--- src/hdl/dcte_pkg.sv ---
// package of the ddr3 command timing enforcer: register map, field layout,
// reset values, command kinds and carrier structs.
// assumes nothing beyond a systemverilog compiler.
package dcte_pkg;

   ////////////////////////////////////////////////////////////////////////////
   // geometry
   localparam int DCTE_BANKS  = 8;
   localparam int DCTE_BANK_W = 3;
   localparam int DCTE_ADDR_W = 8;
   localparam int DCTE_CNT_W  = 8;

   ////////////////////////////////////////////////////////////////////////////
   // register offsets (byte addresses)
   localparam logic [DCTE_ADDR_W-1:0] ROW_TIMING_ONE_OFS = 8'h00;
   localparam logic [DCTE_ADDR_W-1:0] ROW_TIMING_TWO_OFS = 8'h04;

   ////////////////////////////////////////////////////////////////////////////
   // row_timing_one fields
   localparam int WR_RECOVERY_LSB = 25;
   localparam int WR_RECOVERY_W   = 5;
   localparam int ROW_ACTIVE_LSB  = 18;
   localparam int ROW_ACTIVE_W    = 7;
   localparam int ROW_CYCLE_LSB   = 10;
   localparam int ROW_CYCLE_W     = 8;
   localparam int BANK_ACT_LSB    = 4;
   localparam int BANK_ACT_W      = 6;
   localparam int WR_TO_RD_LSB    = 0;
   localparam int WR_TO_RD_W      = 4;

   ////////////////////////////////////////////////////////////////////////////
   // row_timing_two fields
   localparam int RD_TO_WR_LSB    = 10;
   localparam int RD_TO_WR_W      = 3;
   localparam int PRE_PERIOD_LSB  = 5;
   localparam int PRE_PERIOD_W    = 5;
   localparam int ACT_ACCESS_LSB  = 0;
   localparam int ACT_ACCESS_W    = 5;

   ////////////////////////////////////////////////////////////////////////////
   // reset values and writable masks
   localparam logic [31:0] ROW_TIMING_ONE_RESET = 32'h3fff_ffff;
   localparam logic [31:0] ROW_TIMING_ONE_MASK  = 32'h3fff_ffff;
   localparam logic [31:0] ROW_TIMING_TWO_RESET = 32'h0000_1fff;
   localparam logic [31:0] ROW_TIMING_TWO_MASK  = 32'h0000_1fff;

   ////////////////////////////////////////////////////////////////////////////
   // commands and carriers
   typedef enum logic [2:0] {
      DCTE_NOP,
      DCTE_ACT,
      DCTE_PRE,
      DCTE_RD,
      DCTE_WR,
      DCTE_REF
   } dcte_cmd_kind_type;

   typedef struct packed {
      logic                   valid;
      dcte_cmd_kind_type      kind;
      logic [DCTE_BANK_W-1:0] bank;
   } dcte_cmd_type;

   typedef struct packed {
      logic [DCTE_ADDR_W-1:0] addr;
      logic [31:0]            wdata;
      logic                   wr;
      logic                   rd;
   } dcte_bus_req_type;

endpackage : dcte_pkg

--- src/hdl/dcte_enforcer.sv ---
// ddr3 command timing enforcer: timing registers plus per-bank and bus-wide
// spacing timers that hold back commands until they are legal.
// assumes requester, write-data tracker and register master share clk_i.
//
// Behaviour
// - precharge waits write recovery plus one
// - activate to precharge spacing row-active plus one
// - same-bank activates spaced row-cycle plus one
// - any activates spaced bank-to-bank plus one
// - read waits write-to-read plus one
// - write waits read-to-write turnaround plus one
// - activate or refresh waits precharge period plus one
// - read or write waits activate-to-access plus one
// - reserved bits read zero, writes ignored
//
// Chosen here: the address map and the strobed register port.
`timescale 1ns/1ps
`default_nettype none

module dcte_enforcer
   import dcte_pkg::*;
(
   // clock and reset
   input  wire logic                   clk_i,
   input  wire logic                   rst_n_i,
   // register port
   input  wire dcte_bus_req_type       bus_i,
   output logic [31:0]                 rd_data_o,
   // command request from scheduler
   input  wire dcte_cmd_type           req_i,
   output logic                        req_ready_o,
   // final write data transfer marker
   input  wire logic                   wr_last_i,
   input  wire logic [DCTE_BANK_W-1:0] wr_last_bank_i,
   // command toward the memory command bus
   output dcte_cmd_type                mem_cmd_o
);

   typedef struct packed {
      logic [31:0]  tim1;
      logic [31:0]  tim2;
      logic [31:0]  rd_data;
      dcte_cmd_type cmd;
      logic [DCTE_BANKS-1:0][1:0] wr_pend;
   } dcte_state_type;

   dcte_state_type s;
   dcte_state_type next_s;

   logic                  take;
   logic [DCTE_BANKS-1:0] act_ok;
   logic [DCTE_BANKS-1:0] pre_ok;
   logic [DCTE_BANKS-1:0] acc_ok;
   logic [DCTE_BANKS-1:0] rp_busy;
   logic                  rrd_busy;
   logic                  wtr_busy;
   logic                  rtw_busy;
   logic                  act_any;
   logic                  rd_take;
   logic [DCTE_BANKS-1:0] bank_act;
   logic [DCTE_BANKS-1:0] bank_pre;
   logic [DCTE_BANKS-1:0] bank_wl;
   logic [DCTE_BANKS-1:0] bank_wt;
   logic [DCTE_BANKS-1:0] wr_idle;

   ////////////////////////////////////////////////////////////////////////////
   // field extraction, widened to the timer width
   logic [DCTE_CNT_W-1:0] wr_val;
   logic [DCTE_CNT_W-1:0] ras_val;
   logic [DCTE_CNT_W-1:0] rc_val;
   logic [DCTE_CNT_W-1:0] rrd_val;
   logic [DCTE_CNT_W-1:0] wtr_val;
   logic [DCTE_CNT_W-1:0] rtw_val;
   logic [DCTE_CNT_W-1:0] rp_val;
   logic [DCTE_CNT_W-1:0] rcd_val;

   assign wr_val  = {3'h0, s.tim1[WR_RECOVERY_LSB +: WR_RECOVERY_W]};
   assign ras_val = {1'h0, s.tim1[ROW_ACTIVE_LSB +: ROW_ACTIVE_W]};
   assign rc_val  = s.tim1[ROW_CYCLE_LSB +: ROW_CYCLE_W];
   assign rrd_val = {2'h0, s.tim1[BANK_ACT_LSB +: BANK_ACT_W]};
   assign wtr_val = {4'h0, s.tim1[WR_TO_RD_LSB +: WR_TO_RD_W]};
   assign rtw_val = {5'h0, s.tim2[RD_TO_WR_LSB +: RD_TO_WR_W]};
   assign rp_val  = {3'h0, s.tim2[PRE_PERIOD_LSB +: PRE_PERIOD_W]};
   assign rcd_val = {3'h0, s.tim2[ACT_ACCESS_LSB +: ACT_ACCESS_W]};

   ////////////////////////////////////////////////////////////////////////////
   // acceptance of a request
   assign take    = req_i.valid && req_ready_o;
   assign act_any = take && (req_i.kind == DCTE_ACT);
   assign rd_take = take && (req_i.kind == DCTE_RD);

   // gate by kind; nop and unknown kinds pass freely
   always_comb
   begin
      case (req_i.kind)
         DCTE_ACT: req_ready_o = act_ok[req_i.bank] && !rrd_busy;
         DCTE_PRE: req_ready_o = pre_ok[req_i.bank];
         DCTE_RD:  req_ready_o = acc_ok[req_i.bank] && !wtr_busy && (wr_idle == '1);
         // a full pending count stalls further writes so it never wraps
         DCTE_WR:  req_ready_o = acc_ok[req_i.bank] && !rtw_busy &&
                                 (s.wr_pend[req_i.bank] != 2'h3);
         DCTE_REF: req_ready_o = (rp_busy == '0);
         default:  req_ready_o = 1'b1;
      endcase
   end

   ////////////////////////////////////////////////////////////////////////////
   // per-bank row timers; a command to one bank never loads another bank's
   generate
      for (genvar b = 0; b < DCTE_BANKS; b++)
      begin : g_bank
         logic act_b;
         logic pre_b;
         logic wl_b;
         logic rc_busy;
         logic ras_busy;
         logic rcd_busy;
         logic wr_busy;

         assign act_b = act_any && (req_i.bank == DCTE_BANK_W'(b));
         assign pre_b = take && (req_i.kind == DCTE_PRE) &&
                        (req_i.bank == DCTE_BANK_W'(b));
         assign wl_b  = wr_last_i && (wr_last_bank_i == DCTE_BANK_W'(b));

         // flat copies for procedural loops, which cannot index generate scopes
         assign bank_act[b] = act_b;
         assign bank_pre[b] = pre_b;
         assign bank_wl[b]  = wl_b;
         assign bank_wt[b]  = take && (req_i.kind == DCTE_WR) &&
                              (req_i.bank == DCTE_BANK_W'(b));
         assign wr_idle[b]  = (s.wr_pend[b] == 2'h0);

         dcte_timer u_rc (
            .clk_i   (clk_i),
            .rst_n_i (rst_n_i),
            .load_i  (act_b),
            .value_i (rc_val),
            .busy_o  (rc_busy)
         );

         dcte_timer u_ras (
            .clk_i   (clk_i),
            .rst_n_i (rst_n_i),
            .load_i  (act_b),
            .value_i (ras_val),
            .busy_o  (ras_busy)
         );

         dcte_timer u_rcd (
            .clk_i   (clk_i),
            .rst_n_i (rst_n_i),
            .load_i  (act_b),
            .value_i (rcd_val),
            .busy_o  (rcd_busy)
         );

         dcte_timer u_rp (
            .clk_i   (clk_i),
            .rst_n_i (rst_n_i),
            .load_i  (pre_b),
            .value_i (rp_val),
            .busy_o  (rp_busy[b])
         );

         dcte_timer u_wr (
            .clk_i   (clk_i),
            .rst_n_i (rst_n_i),
            .load_i  (wl_b),
            .value_i (wr_val),
            .busy_o  (wr_busy)
         );

         assign act_ok[b] = !rc_busy && !rp_busy[b];
         assign pre_ok[b] = !ras_busy && !wr_busy && wr_idle[b];
         assign acc_ok[b] = !rcd_busy;
      end
   endgenerate

   ////////////////////////////////////////////////////////////////////////////
   // bus-wide timers shared by all banks
   dcte_timer u_rrd (
      .clk_i   (clk_i),
      .rst_n_i (rst_n_i),
      .load_i  (act_any),
      .value_i (rrd_val),
      .busy_o  (rrd_busy)
   );

   // write-to-read counts from the final data beat, not the write command
   dcte_timer u_wtr (
      .clk_i   (clk_i),
      .rst_n_i (rst_n_i),
      .load_i  (wr_last_i),
      .value_i (wtr_val),
      .busy_o  (wtr_busy)
   );

   dcte_timer u_rtw (
      .clk_i   (clk_i),
      .rst_n_i (rst_n_i),
      .load_i  (rd_take),
      .value_i (rtw_val),
      .busy_o  (rtw_busy)
   );

   ////////////////////////////////////////////////////////////////////////////
   // registers and command output
   always_comb
   begin
      next_s         = s;
      next_s.cmd     = '0;
      next_s.rd_data = '0;
      if (take)
      begin
         next_s.cmd = req_i;
      end
      // writes whose final data beat has not come yet; the timers only start
      // at that beat, so reads and precharges must wait for it as well
      for (int i = 0; i < DCTE_BANKS; i++)
      begin
         if (bank_wt[i] && !bank_wl[i])
         begin
            next_s.wr_pend[i] = s.wr_pend[i] + 2'h1;
         end
         else if (!bank_wt[i] && bank_wl[i] && (s.wr_pend[i] != 2'h0))
         begin
            next_s.wr_pend[i] = s.wr_pend[i] - 2'h1;
         end
      end
      if (bus_i.wr && (bus_i.addr == ROW_TIMING_ONE_OFS))
      begin
         next_s.tim1 = bus_i.wdata & ROW_TIMING_ONE_MASK;
      end
      if (bus_i.wr && (bus_i.addr == ROW_TIMING_TWO_OFS))
      begin
         next_s.tim2 = bus_i.wdata & ROW_TIMING_TWO_MASK;
      end
      // unmapped reads answer zero
      if (bus_i.rd)
      begin
         case (bus_i.addr)
            ROW_TIMING_ONE_OFS: next_s.rd_data = s.tim1;
            ROW_TIMING_TWO_OFS: next_s.rd_data = s.tim2;
            default:            next_s.rd_data = '0;
         endcase
      end
   end

   always_ff @(posedge clk_i)
   begin
      if (!rst_n_i)
      begin
         s.tim1    <= ROW_TIMING_ONE_RESET;
         s.tim2    <= ROW_TIMING_TWO_RESET;
         s.rd_data <= '0;
         s.cmd     <= '0;
         s.wr_pend <= '0;
      end
      else
      begin
         s <= next_s;
      end
   end

   assign rd_data_o = s.rd_data;
   assign mem_cmd_o = s.cmd;

   ////////////////////////////////////////////////////////////////////////////
   // helper: cycles since each event, saturating, for checks only
   logic [8:0] since_act [DCTE_BANKS];
   logic [8:0] since_pre [DCTE_BANKS];
   logic [8:0] since_wl  [DCTE_BANKS];
   logic [8:0] since_any_act;
   logic [8:0] since_any_wl;
   logic [8:0] since_rd;

   function automatic logic [8:0] dcte_step(input logic ev, input logic [8:0] v);
      if (ev)
      begin
         return 9'h001;
      end
      return (v == 9'h1ff) ? v : v + 9'h001;
   endfunction : dcte_step

   always_ff @(posedge clk_i)
   begin
      if (!rst_n_i)
      begin
         since_any_act <= 9'h1ff;
         since_any_wl  <= 9'h1ff;
         since_rd      <= 9'h1ff;
         for (int i = 0; i < DCTE_BANKS; i++)
         begin
            since_act[i] <= 9'h1ff;
            since_pre[i] <= 9'h1ff;
            since_wl[i]  <= 9'h1ff;
         end
      end
      else
      begin
         since_any_act <= dcte_step(act_any, since_any_act);
         since_any_wl  <= dcte_step(wr_last_i, since_any_wl);
         since_rd      <= dcte_step(rd_take, since_rd);
         for (int i = 0; i < DCTE_BANKS; i++)
         begin
            since_act[i] <= dcte_step(bank_act[i], since_act[i]);
            since_pre[i] <= dcte_step(bank_pre[i], since_pre[i]);
            since_wl[i]  <= dcte_step(bank_wl[i], since_wl[i]);
         end
      end
   end
endmodule : dcte_enforcer

`default_nettype wire

--- src/hdl/dcte_timer.sv ---
// one minimum-spacing timer: load starts it, busy stays high value cycles.
// assumes load pulses come from logic on the same clock.
`timescale 1ns/1ps
`default_nettype none

module dcte_timer
   import dcte_pkg::*;
(
   // clock and reset
   input  wire logic                  clk_i,
   input  wire logic                  rst_n_i,
   // control
   input  wire logic                  load_i,
   input  wire logic [DCTE_CNT_W-1:0] value_i,
   // status
   output logic                       busy_o
);

   typedef struct packed {
      logic [DCTE_CNT_W-1:0] count;
   } dcte_timer_state_type;

   dcte_timer_state_type s;
   dcte_timer_state_type next_s;

   ////////////////////////////////////////////////////////////////////////////
   // reload wins over countdown so a later event restarts the spacing
   always_comb
   begin
      next_s = s;
      if (load_i)
      begin
         next_s.count = value_i;
      end
      else if (s.count != '0)
      begin
         next_s.count = s.count - 8'h01;
      end
   end

   always_ff @(posedge clk_i)
   begin
      if (!rst_n_i)
      begin
         s <= '0;
      end
      else
      begin
         s <= next_s;
      end
   end

   assign busy_o = (s.count != '0);
endmodule : dcte_timer

`default_nettype wire
--- config.mk ---
export PLATFORM = sky130hd
export DESIGN_NAME = dcte_enforcer
export DESIGN_NICKNAME = d
export VERILOG_FILES = /design/src/hdl/dcte_pkg.sv /design/src/hdl/dcte_enforcer.sv /design/src/hdl/dcte_timer.sv
export SDC_FILE = /design/constraint.sdc
export NUM_CORES = 1
export LEC_CHECK = 0
export BUFFER_PORTS_ARGS = -buffer_cell sky130_fd_sc_hd__buf_2
export CAP_MARGIN = 20
export CORE_MARGIN = 2
export CORE_UTILIZATION = 30
export CTS_BUF_LIST = sky130_fd_sc_hd__clkbuf_16
export DETAILED_ROUTE_END_ITERATION = 16
export GPL_ROUTABILITY_DRIVEN = 0
export PLACE_DENSITY = 0.5
export SYNTH_ARGS = -nofsm -noshare
export SYNTH_HDL_FRONTEND = slang
export SYNTH_SLANG_ARGS = --single-unit
--- constraint.sdc ---
create_clock -name clk_i -period 4 [get_ports clk_i]
set_input_delay 0 -clock clk_i [delete_from_list [all_inputs] [get_ports clk_i]]
set_output_delay 0 -clock clk_i [all_outputs]
set_load 0.03 [all_outputs]
==> reports/qor.csv <==
metric,value,unit
Critical Path RT,4.00,ns
clock sinks,440,
synth unique cells,79,
fin crit share,92.1,%
initial antenna violation count,3,
drt wl/cell,16.3,um
Max-cap violations,0,
Clock Latency Late Sink,0.61,ns
final worst hold slack,0.106,ns
"EDFF count, synth",0,
WL met2,28900,um
DRT Pass-1 Iters,5,
minimum clock period,3.68,ns
hold-critical path endpoint,rc_val[5],
met1 wire length,31000,um
starting density of the core,30.4,%
TritonCTS clock tree,built,
Max Freq,271,MHz
# IOs,95,
HPWL after DPL,43800,um
RSZ-0062 raised after global routing,no,
Syn Inst Count,2783,
Vias,19374,
Die Span Y,279,um
total grt overflow,0,
vias per cell,4.95,
r2r setup slk,0.36,ns
ANT nets after route,0,
first-pass GRT wire length,101000,um
final count of pins violating max slew,0,
CTS Hold Bufs,69,
largest net degree at the start of global routing,112,
worst-path maximum fanout,20,
kind of critical path,reg -> out,
Area Growth Syn to Fin,16.5,%
top layer in use,met5,
core region area,74700,sq um
Residual DRC,0,
cell row count,100,
Critical Path End Type,output pin,
PD cells,812,nW/um^2
outcome,"finished, final reports clean",
Hold Path Class,in -> reg,
"wirelength, routed",63900,um
async set-reset flop share out of synthesis,0,%
Setup crit start,g_bank[2].u_rc.s[2],
layout cells sized above 1,10.1,%
Crit path arrival time,3.68,ns
GRT Util Overall,16.1,%
Slew @ Worst Pin,1.03,ns
die width,279,um
met3 WL,2670,um
Final Setup Violations,0,
average size of a mapped cell,8.17,sq um
Reg2Reg Depth,10,
Post-synth top flop,dfxtp_1,
CTS resizes,0,
CTS max path bufs,3,
Critical Path Start Type,register,
Iter 0 DRT Violations,1101,
"commonest non-fill, non-tap cell in the layout",dfxtp_1,
Slew headroom,31.0,%
Fin. Hold Viols,0,
die footprint,78000,sq um
"Seq/Total Area, Yosys",38.7,%
Post-CTS Setup Inserts,0,
#FFs+latches synth,440,
htree depth,2,
total CTS buffers,49,
fin nets,3042,
"CTS clk-pin slew, worst paths",0.06,ns
Max VDD drop,0.477,mV
Setup Total Neg Slack,0,ns
Clock Skew,0.0315,ns
LEAKAGE,0.0107,uW
Post-Syn Area,22700,sq um
WHS Path Cells,5,
root buf cell,clkbuf_16,
worst hold path startpoint,bus_i[1],
Syn. warnings,0,
reg-to-reg endpoint,s[5],
vias in the first global route,18413,
IO Port Bufs,90,
most frequent cells in the layout,"440 x dfxtp_1, 322 x nand2_1, 266 x nor2_1",
R2R Path Start,g_bank[2].u_rc.s[2],
cell families (layout without fill, tap and decap cells):
group / count (synthesis) / count (layout) / share of synthesized area (%)
buffers and inverters: 298 / 456 / 6.02
flip-flops: 440 / 440 / 38.7
XOR/XNOR: 226 / 226 / 8.71
other: 1 / 3 / 0.0165
adder cells (fa/ha/maj): 85 / 85 / 4.68
AND/OR/NAND/NOR: 1237 / 1237 / 27.2
multiplexers: 42 / 42 / 1.85
AO/OA/AOI/OAI: 454 / 454 / 12.7
how the worst max path moves through the flow:
stage               slack (ns)              endpoint
floorplan                 0.89  g_bank[4].u_rcd.s[4]
global placement          0.38                  s[5]
detailed placement        0.37                  s[5]
CTS                       0.27           req_ready_o
global route              0.05                  s[5]
finish                    0.32           req_ready_o
per-layer routing:
layer / global-route usage [%] / vias to the layer above
li1: - / 9919
met1: 22.3 / 9062
met2: 26.2 / 307
met3: 2.44 / 84
met4: 3.94 / 2
met5: 0 / -
report_power, final:
group / internal, uW / switching, uW
Clock: 2690 / 1940
Combinational: 4650 / 5160
Sequential: 5800 / 1250
flip-flops by register name (all words and copies together) (netlist names), 25 cells and up:
register        cells
g_bank.u_ras.s     64
g_bank.u_rc.s      64
g_bank.u_rcd.s     64
g_bank.u_rp.s      64
g_bank.u_wr.s      64
rd_data_o          30
s                  25
cell type report:
cell class | instances | area (sq um)
clock inverter | 42 | 403
inverter | 134 | 508
multi-input combinational | 2046 | 12600
tap | 969 | 1210
timing repair buffer | 231 | 1730
sequential | 440 | 8810
antenna | 1 | 2.50
clock buffer | 49 | 1230
fill | 7711 | 48200
metrics by stage:
step / utilization, % / cells / setup slack [ns] / total power (uW) / instance area, sq um
after floorplan: - / 2784 / 0.887 / 14600 / 22700
after global placement: 32.3 / 3751 / 0.378 / 16800 / 24200
after detailed placement: 32.3 / 3751 / 0.371 / 16800 / 24200
after CTS: 35.4 / 3911 / 0.274 / 21700 / 26500
after global routing: 35.5 / 3912 / 0.0499 / 23400 / 26500
final: 35.5 / 3912 / 0.316 / 21500 / 26500
cells in the mapped netlist (5+ instances only):
library cell | number | area (sq um)
a211o_1 | 5 | 43.8
a211oi_1 | 35 | 263
a211oi_2 | 8 | 100
a21o_1 | 6 | 45.0
a21oi_1 | 144 | 721
a22oi_1 | 12 | 90.1
a31oi_1 | 8 | 50.1
and2_1 | 28 | 175
and3_1 | 14 | 87.6
buf_1 | 11 | 41.3
buf_2 | 13 | 65.1
buf_4 | 40 | 300
buf_6 | 11 | 124
clkbuf_1 | 89 | 334
dfxtp_1 | 440 | 8810
ha_1 | 85 | 1060
inv_1 | 134 | 503
mux2i_1 | 41 | 410
nand2_1 | 322 | 1210
nand2b_1 | 26 | 163
nand3_1 | 172 | 861
nand4_1 | 16 | 100
nand4b_1 | 11 | 96.3
nor2_1 | 268 | 1010
nor2b_1 | 18 | 113
nor3_1 | 170 | 851
nor3b_1 | 22 | 165
nor4_1 | 40 | 250
nor4b_1 | 9 | 78.8
nor4b_2 | 5 | 75.1
o2111ai_1 | 8 | 70.1
o211ai_1 | 15 | 113
o21ai_0 | 77 | 385
o21ai_1 | 35 | 175
o22ai_1 | 34 | 213
o31ai_1 | 20 | 150
o41ai_1 | 13 | 114
or3_1 | 39 | 244
or3b_2 | 9 | 78.8
or4_1 | 32 | 240
xnor2_1 | 141 | 1230
xor2_1 | 85 | 744
critical path, cell delays in order, from the launching register on:
cell and delay, ns:
dfxtp_1 0.35, or4_1 0.59, or3_1 0.45, o21ai_0 0.18, o2111ai_1 0.24, o211ai_1 0.44
nor3_4 0.12, buf_4 0.25, nand2_1 0.11, buf_4 0.15, buf_2 0.21
(Power assumes the default switching activity.)
